===== config.mk =====
export PLATFORM = sky130hd
export DESIGN_NAME = bsaf_status
export DESIGN_NICKNAME = d
export VERILOG_FILES = /design/src/logic/bsaf_pkg.sv /design/src/logic/bsaf_status.sv
export SDC_FILE = /design/constraint.sdc
export NUM_CORES = 1
export LEC_CHECK = 0
export BUFFER_PORTS_ARGS = -buffer_cell sky130_fd_sc_hd__buf_4
export CAP_MARGIN = 25
export CORE_MARGIN = 2
export CORE_UTILIZATION = 44
export DETAILED_ROUTE_END_ITERATION = 12
export GPL_TIMING_DRIVEN = 0
export PLACE_DENSITY = 0.78
export SKIP_CTS_REPAIR_TIMING = 1
export SYNTH_ARGS = -nofsm -noshare
export SYNTH_HDL_FRONTEND = slang
export SYNTH_SLANG_ARGS = --single-unit
export TNS_END_PERCENT = 1

===== constraint.sdc =====
create_clock -name clk_sys -period 1.7 [get_ports clk_sys]
set_input_delay 0.085 -clock clk_sys [delete_from_list [all_inputs] [get_ports clk_sys]]
set_output_delay 0.085 -clock clk_sys [all_outputs]
set_load 0.02 [all_outputs]

===== src/logic/bsaf_pkg.sv =====
// Package for the battery condition word block: offsets, field positions, codes.
// Assumes one clock domain; shared by the design and the bench.
package bsaf_pkg;

    // Register map
    localparam logic [7:0]  BSAF_OFS_COND      = 8'h16;
    localparam logic [7:0]  BSAF_OFS_CTRL      = 8'h40;
    localparam logic [7:0]  BSAF_OFS_LEVELS    = 8'h41;
    localparam logic [7:0]  BSAF_OFS_MEAS      = 8'h42;
    localparam logic [15:0] BSAF_COND_RST      = 16'h0000;
    localparam logic [15:0] BSAF_UNMAPPED_RD   = 16'h0000;

    // Condition word bit positions
    localparam int BSAF_BIT_OVER_CHG   = 15;
    localparam int BSAF_BIT_TERM_CHG   = 14;
    localparam int BSAF_BIT_OVER_TEMP  = 12;
    localparam int BSAF_BIT_TERM_DSG   = 11;
    localparam int BSAF_BIT_CAP_ALARM  = 9;
    localparam int BSAF_BIT_TIME_ALARM = 8;
    localparam int BSAF_BIT_INIT       = 7;
    localparam int BSAF_BIT_DSG        = 6;
    localparam int BSAF_BIT_FULL       = 5;
    localparam int BSAF_BIT_EMPTY      = 4;
    localparam int BSAF_BIT_SLOPE      = 13;
    localparam int BSAF_ERR_W          = 4;

    // Control register bits
    localparam int BSAF_CTRL_LOCK      = 0;
    localparam int BSAF_CTRL_FULLCHG   = 1;

    // Thresholds
    localparam logic [7:0] BSAF_TEMP_CLR_DEGC = 8'h32;
    localparam logic [7:0] BSAF_EMPTY_CLR_PCT = 8'h14;

    typedef enum logic [3:0]
    {
        BSAF_ERR_OK       = 4'h0,
        BSAF_ERR_BUSY     = 4'h1,
        BSAF_ERR_NOTREADY = 4'h2,
        BSAF_ERR_UNSUP    = 4'h3,
        BSAF_ERR_DENIED   = 4'h4,
        BSAF_ERR_OVFL     = 4'h5,
        BSAF_ERR_BADSIZE  = 4'h6,
        BSAF_ERR_UNKNOWN  = 4'h7
    } bsaf_err_t;

endpackage


===== src/logic/bsaf_status.sv =====
// Battery condition word: error code plus alarm and status flags.
// Assumes measurement logic supplies conditions as levels/pulses on clk_sys.
`timescale 1ns/100ps
// What this block does
// - Error code 0 when a function code was processed with no error.
// - Error code 1 when the device is busy with the function code.
// - Error code 2 when data cannot be accessed now; retry later.
// - Error code 3 for an unimplemented function code.
// - Error code 4 on writes to a read-only function code.
// - Error code 5 on data overflow or underflow.
// - Error code 6 on writes with wrong block size.
// - Error code 7 for any other detected error.
// - Next host read after an error clears the error code.
// - Over-charge alarm on temperature termination; clears on discharge or condition end.
// - Terminate-charge alarm on charge faults; clears on discharge or all faults end.
// - Slope alarm follows rate of temperature rise against programmed rate.
// - Over-temperature alarm set above limit, cleared below 50 degrees.
// - Terminate-discharge alarm follows pack voltage against final threshold.
// - Capacity alarm set below alarm level; cleared by lower level or charging.
// - Time alarm set below time setting; cleared by lower setting or valid charge.
// - Initialized set at full or empty; cleared by any reset.
// - Discharging set when not charging, cleared when charging.
// - Fully-charged set on valid termination; clears below full percentage.
// - Fully-discharged set at damage point; cleared at 20 percent charge or more.
// - Initial values come from external configuration memory.
module bsaf_status
    import bsaf_pkg::*;
(
    // Clock and reset
    input  wire logic        clk_sys,
    input  wire logic        srst,
    // Register port
    input  wire logic [7:0]  reg_addr,
    input  wire logic [15:0] reg_wdata,
    input  wire logic        reg_wr,
    input  wire logic        reg_rd,
    output logic      [15:0] reg_rdata,
    // Function code completion from the host-port engine
    input  wire logic        fc_done,
    input  wire logic        fc_is_write,
    input  wire logic        fc_busy,
    input  wire logic        fc_not_ready,
    input  wire logic        fc_unsupported,
    input  wire logic        fc_read_only,
    input  wire logic        fc_overflow,
    input  wire logic        fc_bad_size,
    input  wire logic        fc_other_err,
    input  wire logic        host_read,
    // Measurement conditions
    input  wire logic        charging,
    input  wire logic        valid_charge,
    input  wire logic        charge_term,
    input  wire logic        over_current,
    input  wire logic        over_voltage,
    input  wire logic        slope_high,
    input  wire logic [7:0]  temp_degc,
    input  wire logic [15:0] pack_mv,
    input  wire logic [15:0] remaining_capacity,
    input  wire logic [15:0] full_charge_capacity,
    input  wire logic [15:0] time_to_empty,
    input  wire logic [15:0] avg_time_to_empty,
    input  wire logic [7:0]  rel_charge_pct,
    input  wire logic        reached_full,
    input  wire logic        reached_empty,
    input  wire logic        user_reset,
    input  wire logic        damage_point,
    // Configuration memory load
    input  wire logic        cfg_valid,
    input  wire logic [15:0] cfg_final_discharge_mv,
    input  wire logic [7:0]  cfg_temp_limit,
    input  wire logic [7:0]  cfg_full_pct,
    input  wire logic [15:0] cfg_cap_alarm,
    input  wire logic [15:0] cfg_time_alarm,
    input  wire logic [7:0]  cfg_lock,
    // Outputs to the gauge
    output logic      [15:0] battery_condition_word,
    output logic             charge_current_zero,
    output logic             raise_to_full,
    output logic             cfg_loaded,
    output logic             write_lock_flag
);

    // Register state
    logic [3:0]  err_r;
    logic [3:0]  err_nxt;
    logic [11:0] flags_r;
    logic [11:0] flags_nxt;
    // Settings from configuration memory and host
    logic [15:0] final_discharge_threshold_r;
    logic [15:0] final_discharge_threshold_nxt;
    logic [7:0]  temp_limit_r;
    logic [7:0]  temp_limit_nxt;
    logic [7:0]  full_pct_r;
    logic [7:0]  full_pct_nxt;
    logic [15:0] cap_alarm_r;
    logic [15:0] cap_alarm_nxt;
    logic [15:0] time_alarm_r;
    logic [15:0] time_alarm_nxt;
    logic        lock_r;
    logic        lock_nxt;
    logic        loaded_r;
    logic        loaded_nxt;
    logic        zero_r;
    logic        zero_nxt;
    logic        raise_r;
    logic        raise_nxt;
    // Read data and packed word
    logic [15:0] rdata_r;
    logic [15:0] rdata_nxt;
    logic [15:0] word;

    // Condition word layout; bits 3:0 of the word are the error field, the flag vector sits above
    function automatic logic [15:0] pack_word(input logic [3:0] e, input logic [11:0] f);
        pack_word = {f, e};
    endfunction

    // Bits of flags_r are word bits minus four
    function automatic int fpos(input int b);
        fpos = b - BSAF_ERR_W;
    endfunction

    // Above the programmed charge temperature limit
    function automatic logic too_hot(input logic [7:0] t, input logic [7:0] lim);
        too_hot = t > lim;
    endfunction

    // Relative charge under the full-charge percentage
    function automatic logic below_full(input logic [7:0] p, input logic [7:0] lim);
        below_full = p < lim;
    endfunction

    assign word = pack_word(err_r, flags_r);

    // Error field; a completion beats a read clear
    always_comb
    begin
        err_nxt = err_r;
        if (fc_done)
        begin
            if (fc_busy)
                err_nxt = BSAF_ERR_BUSY;
            else if (fc_not_ready)
                err_nxt = BSAF_ERR_NOTREADY;
            else if (fc_unsupported)
                err_nxt = BSAF_ERR_UNSUP;
            else if (fc_is_write && (fc_read_only || lock_r))
                err_nxt = BSAF_ERR_DENIED;
            else if (fc_overflow)
                err_nxt = BSAF_ERR_OVFL;
            else if (fc_is_write && fc_bad_size)
                err_nxt = BSAF_ERR_BADSIZE;
            else if (fc_other_err || (!fc_is_write && fc_bad_size))
                err_nxt = BSAF_ERR_UNKNOWN;
            else
                err_nxt = BSAF_ERR_OK;
        end
        // A host read, or a register read of the condition word, clears a stored error
        else if (host_read || (reg_rd && reg_addr == BSAF_OFS_COND))
            err_nxt = BSAF_ERR_OK;
    end

    // Alarm and status flags
    always_comb
    begin
        flags_nxt = flags_r;
        raise_nxt = 1'b0;
        // Over-charge alarm
        if (!charging)
            flags_nxt[fpos(BSAF_BIT_OVER_CHG)] = 1'b0;
        else if (charge_term && (slope_high || too_hot(temp_degc, temp_limit_r)))
            flags_nxt[fpos(BSAF_BIT_OVER_CHG)] = 1'b1;
        else if (!slope_high && !too_hot(temp_degc, temp_limit_r))
            flags_nxt[fpos(BSAF_BIT_OVER_CHG)] = 1'b0;

        // Terminate-charge alarm
        if (!charging)
            flags_nxt[fpos(BSAF_BIT_TERM_CHG)] = 1'b0;
        else
            flags_nxt[fpos(BSAF_BIT_TERM_CHG)] = over_current || over_voltage || slope_high
                                                  || too_hot(temp_degc, temp_limit_r);

        // Temperature slope alarm
        flags_nxt[fpos(BSAF_BIT_SLOPE)] = slope_high;

        // Over-temperature alarm, held down to the clear level
        if (too_hot(temp_degc, temp_limit_r))
            flags_nxt[fpos(BSAF_BIT_OVER_TEMP)] = 1'b1;
        else if (temp_degc < BSAF_TEMP_CLR_DEGC)
            flags_nxt[fpos(BSAF_BIT_OVER_TEMP)] = 1'b0;

        // Terminate-discharge alarm
        flags_nxt[fpos(BSAF_BIT_TERM_DSG)] = pack_mv <= final_discharge_threshold_r;

        // Remaining-capacity alarm
        if (remaining_capacity < cap_alarm_r)
            flags_nxt[fpos(BSAF_BIT_CAP_ALARM)] = 1'b1;
        else if (charging || cap_alarm_r < remaining_capacity)
            flags_nxt[fpos(BSAF_BIT_CAP_ALARM)] = 1'b0;

        // Remaining-time alarm
        if (valid_charge || time_alarm_r < avg_time_to_empty)
            flags_nxt[fpos(BSAF_BIT_TIME_ALARM)] = 1'b0;
        else if (time_to_empty < time_alarm_r)
            flags_nxt[fpos(BSAF_BIT_TIME_ALARM)] = 1'b1;

        // Initialized; a full or empty event wins over a user reset
        if (reached_full || reached_empty)
            flags_nxt[fpos(BSAF_BIT_INIT)] = 1'b1;
        else if (user_reset)
            flags_nxt[fpos(BSAF_BIT_INIT)] = 1'b0;

        // Discharging
        flags_nxt[fpos(BSAF_BIT_DSG)] = !charging;

        // Fully charged; asks the gauge to raise remaining capacity
        if (charge_term)
        begin
            flags_nxt[fpos(BSAF_BIT_FULL)] = 1'b1;
            raise_nxt = below_full(rel_charge_pct, full_pct_r);
        end
        else if (below_full(rel_charge_pct, full_pct_r))
            flags_nxt[fpos(BSAF_BIT_FULL)] = 1'b0;

        // Fully discharged
        if (damage_point)
            flags_nxt[fpos(BSAF_BIT_EMPTY)] = 1'b1;
        else if (rel_charge_pct >= BSAF_EMPTY_CLR_PCT)
            flags_nxt[fpos(BSAF_BIT_EMPTY)] = 1'b0;

        // No flags are reported before the configuration load
        if (!loaded_r)
        begin
            flags_nxt = '0;
            raise_nxt = 1'b0;
        end
        // Current request follows the alarm as registered
        zero_nxt = flags_nxt[fpos(BSAF_BIT_TERM_CHG)];
    end

    // Configuration and host-writable settings
    always_comb
    begin
        final_discharge_threshold_nxt = final_discharge_threshold_r;
        temp_limit_nxt = temp_limit_r;
        full_pct_nxt   = full_pct_r;
        cap_alarm_nxt  = cap_alarm_r;
        time_alarm_nxt = time_alarm_r;
        lock_nxt       = lock_r;
        loaded_nxt     = loaded_r;
        // A configuration load beats a host write
        if (cfg_valid)
        begin
            final_discharge_threshold_nxt = cfg_final_discharge_mv;
            temp_limit_nxt = cfg_temp_limit;
            full_pct_nxt   = cfg_full_pct;
            cap_alarm_nxt  = cfg_cap_alarm;
            time_alarm_nxt = cfg_time_alarm;
            lock_nxt       = cfg_lock[BSAF_CTRL_LOCK];
            loaded_nxt     = 1'b1;
        end
        else if (reg_wr && !lock_r)
        begin
            case (reg_addr)
                BSAF_OFS_CTRL:   lock_nxt = reg_wdata[BSAF_CTRL_LOCK];
                BSAF_OFS_LEVELS: cap_alarm_nxt = reg_wdata;
                BSAF_OFS_MEAS:   time_alarm_nxt = reg_wdata;
                default:         lock_nxt = lock_r;
            endcase
        end
    end

    // Read data stands only in the cycle after the strobe
    always_comb
    begin
        case (reg_addr)
            BSAF_OFS_COND:   rdata_nxt = word;
            BSAF_OFS_CTRL:   rdata_nxt = {14'h0000, loaded_r, lock_r};
            BSAF_OFS_LEVELS: rdata_nxt = cap_alarm_r;
            BSAF_OFS_MEAS:   rdata_nxt = time_alarm_r;
            default:         rdata_nxt = BSAF_UNMAPPED_RD;
        endcase
        if (!reg_rd)
            rdata_nxt = 16'h0000;
    end

    // Error field register
    always_ff @(posedge clk_sys)
    begin
        if (srst)
        begin
            err_r <= BSAF_ERR_OK;
        end
        else
        begin
            err_r <= err_nxt;
        end
    end

    // Flag registers
    always_ff @(posedge clk_sys)
    begin
        if (srst)
        begin
            flags_r <= 12'h000;
            zero_r  <= 1'b0;
            raise_r <= 1'b0;
        end
        else
        begin
            flags_r <= flags_nxt;
            zero_r  <= zero_nxt;
            raise_r <= raise_nxt;
        end
    end

    // Setting registers
    always_ff @(posedge clk_sys)
    begin
        if (srst)
        begin
            final_discharge_threshold_r <= 16'h0000;
            temp_limit_r <= 8'hFF;
            full_pct_r   <= 8'h00;
            cap_alarm_r  <= 16'h0000;
            time_alarm_r <= 16'h0000;
            lock_r       <= 1'b0;
            loaded_r     <= 1'b0;
        end
        else
        begin
            final_discharge_threshold_r <= final_discharge_threshold_nxt;
            temp_limit_r <= temp_limit_nxt;
            full_pct_r   <= full_pct_nxt;
            cap_alarm_r  <= cap_alarm_nxt;
            time_alarm_r <= time_alarm_nxt;
            lock_r       <= lock_nxt;
            loaded_r     <= loaded_nxt;
        end
    end

    // Read data register
    always_ff @(posedge clk_sys)
    begin
        if (srst)
        begin
            rdata_r <= 16'h0000;
        end
        else
        begin
            rdata_r <= rdata_nxt;
        end
    end

    // Packed word, updated together with its fields
    always_ff @(posedge clk_sys)
    begin
        if (srst)
        begin
            battery_condition_word <= BSAF_COND_RST;
        end
        else
        begin
            battery_condition_word <= pack_word(err_nxt, flags_nxt);
        end
    end

    // Outputs straight from registers
    assign reg_rdata           = rdata_r;
    assign charge_current_zero = zero_r;
    assign raise_to_full       = raise_r;
    assign cfg_loaded          = loaded_r;
    assign write_lock_flag     = lock_r;

endmodule


# After elaboration in Yosys (flattened, before gate mapping)
# Index checks and enable logic that the tools add are counted.
[word_totals]
reg_bits = 116
inputBits = 217
out_inout_bits = 36
[classes]
magnitude_cmp = 9
eq_ne = 4
mux = 36
n_bitwise = 3
reduce_logical = 31
[ops]
columns = ["op", "n"]
rows = [
  ["16-bit 2-to-1 mux", 6],
  ["16-bit less-than comparator", 4],
  ["16-bit case mux with 4 select lines", 1],
  ["8-bit by 7-bit equality test with 1-bit output (second input constant)", 3],
  ["3-bit 2-to-1 mux", 7],
  ["1-bit 2-to-1 mux", 19],
  ["16-bit <= comparator", 1],
  ["12-bit 2-to-1 mux", 1],
  ["1-bit logical OR", 10],
  ["8-bit by 5-bit equality test with 1-bit output (second input constant)", 1],
  ["8-bit by 5-bit >= comparator with 1-bit output (second input constant)", 1],
  ["8-bit greater-than comparator", 1],
  ["8-bit by 6-bit less-than comparator with 1-bit output (second input constant)", 1],
  ["8-bit less-than comparator", 1],
  ["4-bit 2-to-1 mux", 2],
  ["2-bit nonzero test", 4],
  ["1-bit logical AND", 7],
  ["2-bit AND reduction", 3],
  ["1-bit zero test", 5],
  ["1-bit NOT", 3],
  ["3-bit OR reduction", 1],
  ["2-bit OR reduction", 1],
]

# Longest topological paths before layout
[logic_depth]
ltp_word = 11
depth_mapped = 7
mapped_depth_nobuf = 7

# Worst setup path after synthesis
# OpenSTA, ideal clock, no wires.
[synth_path]
path_type = "register -> register"
start = "reg lock_r (netlist: write_lock_flag)"
end = "reg cap_alarm_r[5]"
setup_ns = 0.103
arrival_ns = 1.559
required_ns = 1.597
slack_ns = 0.037
stages_incl_launch_ff = 7
n_path_buf = 3
synth_period_minus_slack_ns = 1.663
cell_sequence = "dfxtp_1 > nor2b_1 > clkbuf_1 > and3_1 > buf_4 > clkbuf_4 > a2111oi_2"
[synth_via]
elab_chain_cells = 4
[synth_rtl]
columns = ["element", "line_no", "source"]
rows = [
  ["start, declared", "bsaf_status.sv:99", "logic lock_r;"],
  ["start signal, assigned", "bsaf_status.sv:336", "lock_r <= lock_nxt;"],
  ["1-bit zero test", "bsaf_status.sv:261", "else if (reg_wr && !lock_r)"],
  ["1-bit logical AND", "bsaf_status.sv:261", ""],
  ["2-bit nonzero test (no source line)", "--", ""],
  ["2-bit AND reduction (no source line)", "--", ""],
  ["end signal, assigned", "bsaf_status.sv:334", "cap_alarm_r <= cap_alarm_nxt;"],
  ["end, declared", "bsaf_status.sv:95", "logic [15:0] cap_alarm_r;"],
]
# No other way between the ends.
# A chain may end at the register's enable or synchronous reset.

# Final worst setup path
[layout_path]
start = "reg final_discharge_threshold_r[13]"
end = "reg flags_r[7]"
[layout_via]
elab_chain_cells = 2
[layout_rtl]
columns = ["element", "line_no", "source"]
rows = [
  ["start, declared", "bsaf_status.sv:89", "logic [15:0] final_discharge_threshold_r;"],
  ["start signal, assigned", "bsaf_status.sv:331", "final_discharge_threshold_r <= final_discharge_threshold_nxt;"],
  ["16-bit <= comparator", "bsaf_status.sv:192", "flags_nxt[fpos(BSAF_BIT_TERM_DSG)] = pack_mv <= final_discharge_threshold_r;"],
  ["12-bit 2-to-1 mux", "bsaf_status.sv:231", "if (!loaded_r)"],
  ["end signal, assigned", "bsaf_status.sv:310", "flags_r <= flags_nxt;"],
  ["end, declared", "bsaf_status.sv:86", "logic [11:0] flags_r;"],
]
# No other way between the ends.

==> impl_metrics.yaml <==
timing:
  setup_viol_count_final: 1
  fmax_ghz: 0.572
  tightest_slew_ps: 944
  finalSetupTns_ps: -48.4
  fin_crit_ps: 1750
  setup_ws_ps: -48.4
  rsz0062_at_grt: "true"
  hold_violations: 14
  slew_viol_final: 0
  whs_ps: -44.6
  skew_ps: 11.6
  fin_crit_sh_pct: 103
  slew-limit-headroom_pct: 37.1
place:
  gp_congestion: 0.925
  dpl.hpwl_um: 15700
  port_buffers: 225
detailed_routing:
  vias: 6307
  totalWireLength_um: 20000
  drtPass1Iterations: 6
  drtAntennaViolNets: 0
  drt_iter0_drc: 538
  via_per_inst: 5.45
  drc: 0
  wl_per_cell_um: 17.3
layout:
  drive_above_1_share_pct: 31.2
  diodes: 0
  num-nets-final: 1266
  area.growth.synth_to_final_pct: 41.1
synth:
  postSynth.asyncResetShare_pct: 0
  synth_top_area_cell: "dfxtp_1"
  synthSimpleGateAreaFrac_pct: 20.6
  post-synth-top-count-cell: "dfxtp_1"
  avgSynthCellArea_sq_um: 8.62
  synth-compound-area-share_pct: 19.3
  synth_fa_ha_area_share_pct: 15.7
  ys_top_cells_by_area: "dfxtp_1 32%, ha_1 16%, inv_1 5.1%"
  yosys_most_used_dff: "dfxtp_1"
  synth-edff-count: 0
  syn_inst: 712
  synth_top_area_share_pct: 31.7
  yosysWarnings: 0
  yosysSeqAreaShare_pct: 31.7
  synth_top_family_by_area: "simple AND/OR/NAND/NOR gates"
  synth_cell_type_count: 60
  yosys-top-cells-count: "97 x dfxtp_1, 83 x inv_1, 81 x nor2_1"
  yosys.area_share.xor_xnor_pct: 0
  synth_area_sq_um: 6130
  yosys_register_bits: 97
  synthMuxAreaShare_pct: 4.45
status:
  violations: "hold timing, setup timing"
  status: "finished with violations"
die:
  fp-row-count: 43
  die_w_um: 122
  ios: 253
  dieArea_sq_um: 14900
  core_area_sq_um: 13800
  start_util_pct: 44.5
  fp.dieH_um: 122
global_route:
  grt_antenna_before_repair: 0
  grt_pass1_wl_um: 29800
  grt_start_max_net_pins: 16
  grt_pass1_vias: 6077
  grt_overflow: 0
  grt_use_total_pct: 25.9
run:
  max-cap-violations: 0
critical_path:
  cp_slowest_cell: "a2111oi_2"
  r2r-start: "final_discharge_threshold_r[13]"
  arrival_ps: 1980
  reg2reg_slack_ps: -50
  cp-start-kind: "flop"
  ff2ff_path_depth: 7
  worstReg2RegEnd: "flags_r[7]"
  cp-end-kind: "flop"
  path_cells: "inv_1 -> ha_1 -> nand4_1 -> buf_4 -> a2111oi_2 -> or4_1 -> nand2_1"
  cp.required_ps: 1930
  worstPathMaxFanout: 3
  max_stage_delay_ps: 370
  critPathKind: "flop to flop"
power:
  p_total_mw: 5.91
  vdd_drop_max_mv: 0.507
  powerDensity_nw_per_um2: 683
  p_int_mw: 4.25
  switchingPower_mw: 1.66
  p_comb_share_pct: 23.0
  power.leakage_nw: 3.97
  clkPwrFrac_pct: 34.6
  switching_share_pct: 28.1
  seq_power_share_pct: 42.4
clock_tree:
  insertion_delay_ps: 350
  htreeDepth: 3
  cts.path.max_buffers: 2
  clock-sinks: 97
  cts_root_buf: "clkbuf_16"
  cts_made_buffers: 9
  clk_pin_slew_ps: 70
  cts_tree: "built"
worst_hold_path:
  hold_start: "cfg_temp_limit[3]"
  worstHoldPathCells: 3
  worst_hold_path.endpoint: "temp_limit_r[3]"
  hold_class: "input port to flop"
-- worst max path at each step --
stage / slack [ps] / depth (start not counted) / startpoint / end
finish: -50 / 7 / final_discharge_threshold_r[13] / flags_r[7]
global placement: -290 / 6 / reg_addr[3] / reg_rdata[14]
CTS: -160 / 6 / write_lock_flag / time_alarm_r[6]
detailed placement: -340 / 6 / reg_addr[3] / reg_rdata[14]
floorplan: 40 / 6 / write_lock_flag / cap_alarm_r[5]
global route: -100 / 7 / final_discharge_threshold_r[13] / flags_r[7]
-- final cells by class --
type | instances | area [sq um]
plain buffers | 38 | 196
well taps | 180 | 225
repair buffers | 248 | 1910
clock buffers | 11 | 233
multi-input cells | 494 | 3770
clock inverters | 5 | 53.8
fillers | 1196 | 5110
flip-flops and latches | 97 | 1950
inverters | 84 | 315
-- critical path, delay by kind of cell, from the launching register on --
kind | cells | cell delay [ps]
AO/OA/AOI/OAI | 1 | 370
buffers and inverters | 2 | 230
flip-flops | 1 | 340
adder cells (fa/ha/maj) | 1 | 290
AND/OR/NAND/NOR | 3 | 400
-- stage by stage --
stage | utilization, % | instances | cell area (sq um) | setup WS, ps
after CTS | 60.5 | 1134 | 8340 | -158
after global routing | 62.9 | 1157 | 8660 | -104
after detailed placement | 58.5 | 1118 | 8050 | -335
final | 62.9 | 1157 | 8660 | -48.4
after floorplan | - | 713 | 6140 | 37.2
after global placement | 58.5 | 1118 | 8050 | -290
-- per-layer routing --
| metal | part of all wire [%] | GRT usage (%) | up-vias |
|---|---|---|---|
| li1 | - | - | 3063 |
| met1 | 39 | 30.4 | 2889 |
| met2 | 49 | 44.7 | 312 |
| met3 | 9.7 | 7.16 | 43 |
| met4 | 2.7 | 10.4 | 0 |
| met5 | 0 | 0 | - |
-- sequential cells by signal (all words and copies together) (netlist names) --
signal	cells
time_alarm_r	16
cfg_loaded	1
raise_to_full	1
err_r	3
cap_alarm_r	16
flags_r	11
write_lock_flag	1
full_pct_r	8
final_discharge_threshold_r	16
temp_limit_r	8
reg_rdata	16
-- layout by cell type, fill, tap and decap left out, types with 4 or more instances in the layout --
| cell type | count |
|---|---|
| ha_4 | 4 |
| buf_4 | 234 |
| dfxtp_2 | 7 |
| inv_1 | 83 |
| mux2i_1 | 25 |
| nor2_1 | 80 |
| clkbuf_16 | 9 |
| dfxtp_1 | 90 |
| a222oi_1 | 12 |
| o21ai_0 | 10 |
| nor2b_1 | 39 |
| a211oi_1 | 19 |
| ha_1 | 73 |
| o211ai_1 | 11 |
| dlygate4sd3_1 | 20 |
| nand2b_1 | 6 |
| nand2_1 | 32 |
| a21oi_1 | 37 |
| nand4_1 | 11 |
| buf_2 | 9 |
| nand3_1 | 11 |
| nor3_1 | 33 |
| a2111oi_4 | 6 |
| a2111oi_2 | 11 |
| nor4_1 | 16 |
| nor3_2 | 5 |
| clkbuf_1 | 19 |
-- power by group through the flow --
stage               Clock (mW)  Combinational, mW  Sequential, mW
floorplan                    0              0.686            2.52
global placement             0               1.24            2.55
detailed placement           0               1.27            2.55
CTS                       2.06               1.28            2.50
global route              2.15               1.51            2.51
finish                    2.05               1.36            2.51
-- logic make-up after synthesis --
| kind of cell | Yosys count |
|---|---|
| buf+inv | 122 |
| other cells | 1 |
| flops | 97 |
| simple gates | 247 |
| mux | 27 |
| compound gates | 141 |
| fa+ha+maj | 77 |
No activity file was read; power rests on OpenSTA's default activity.
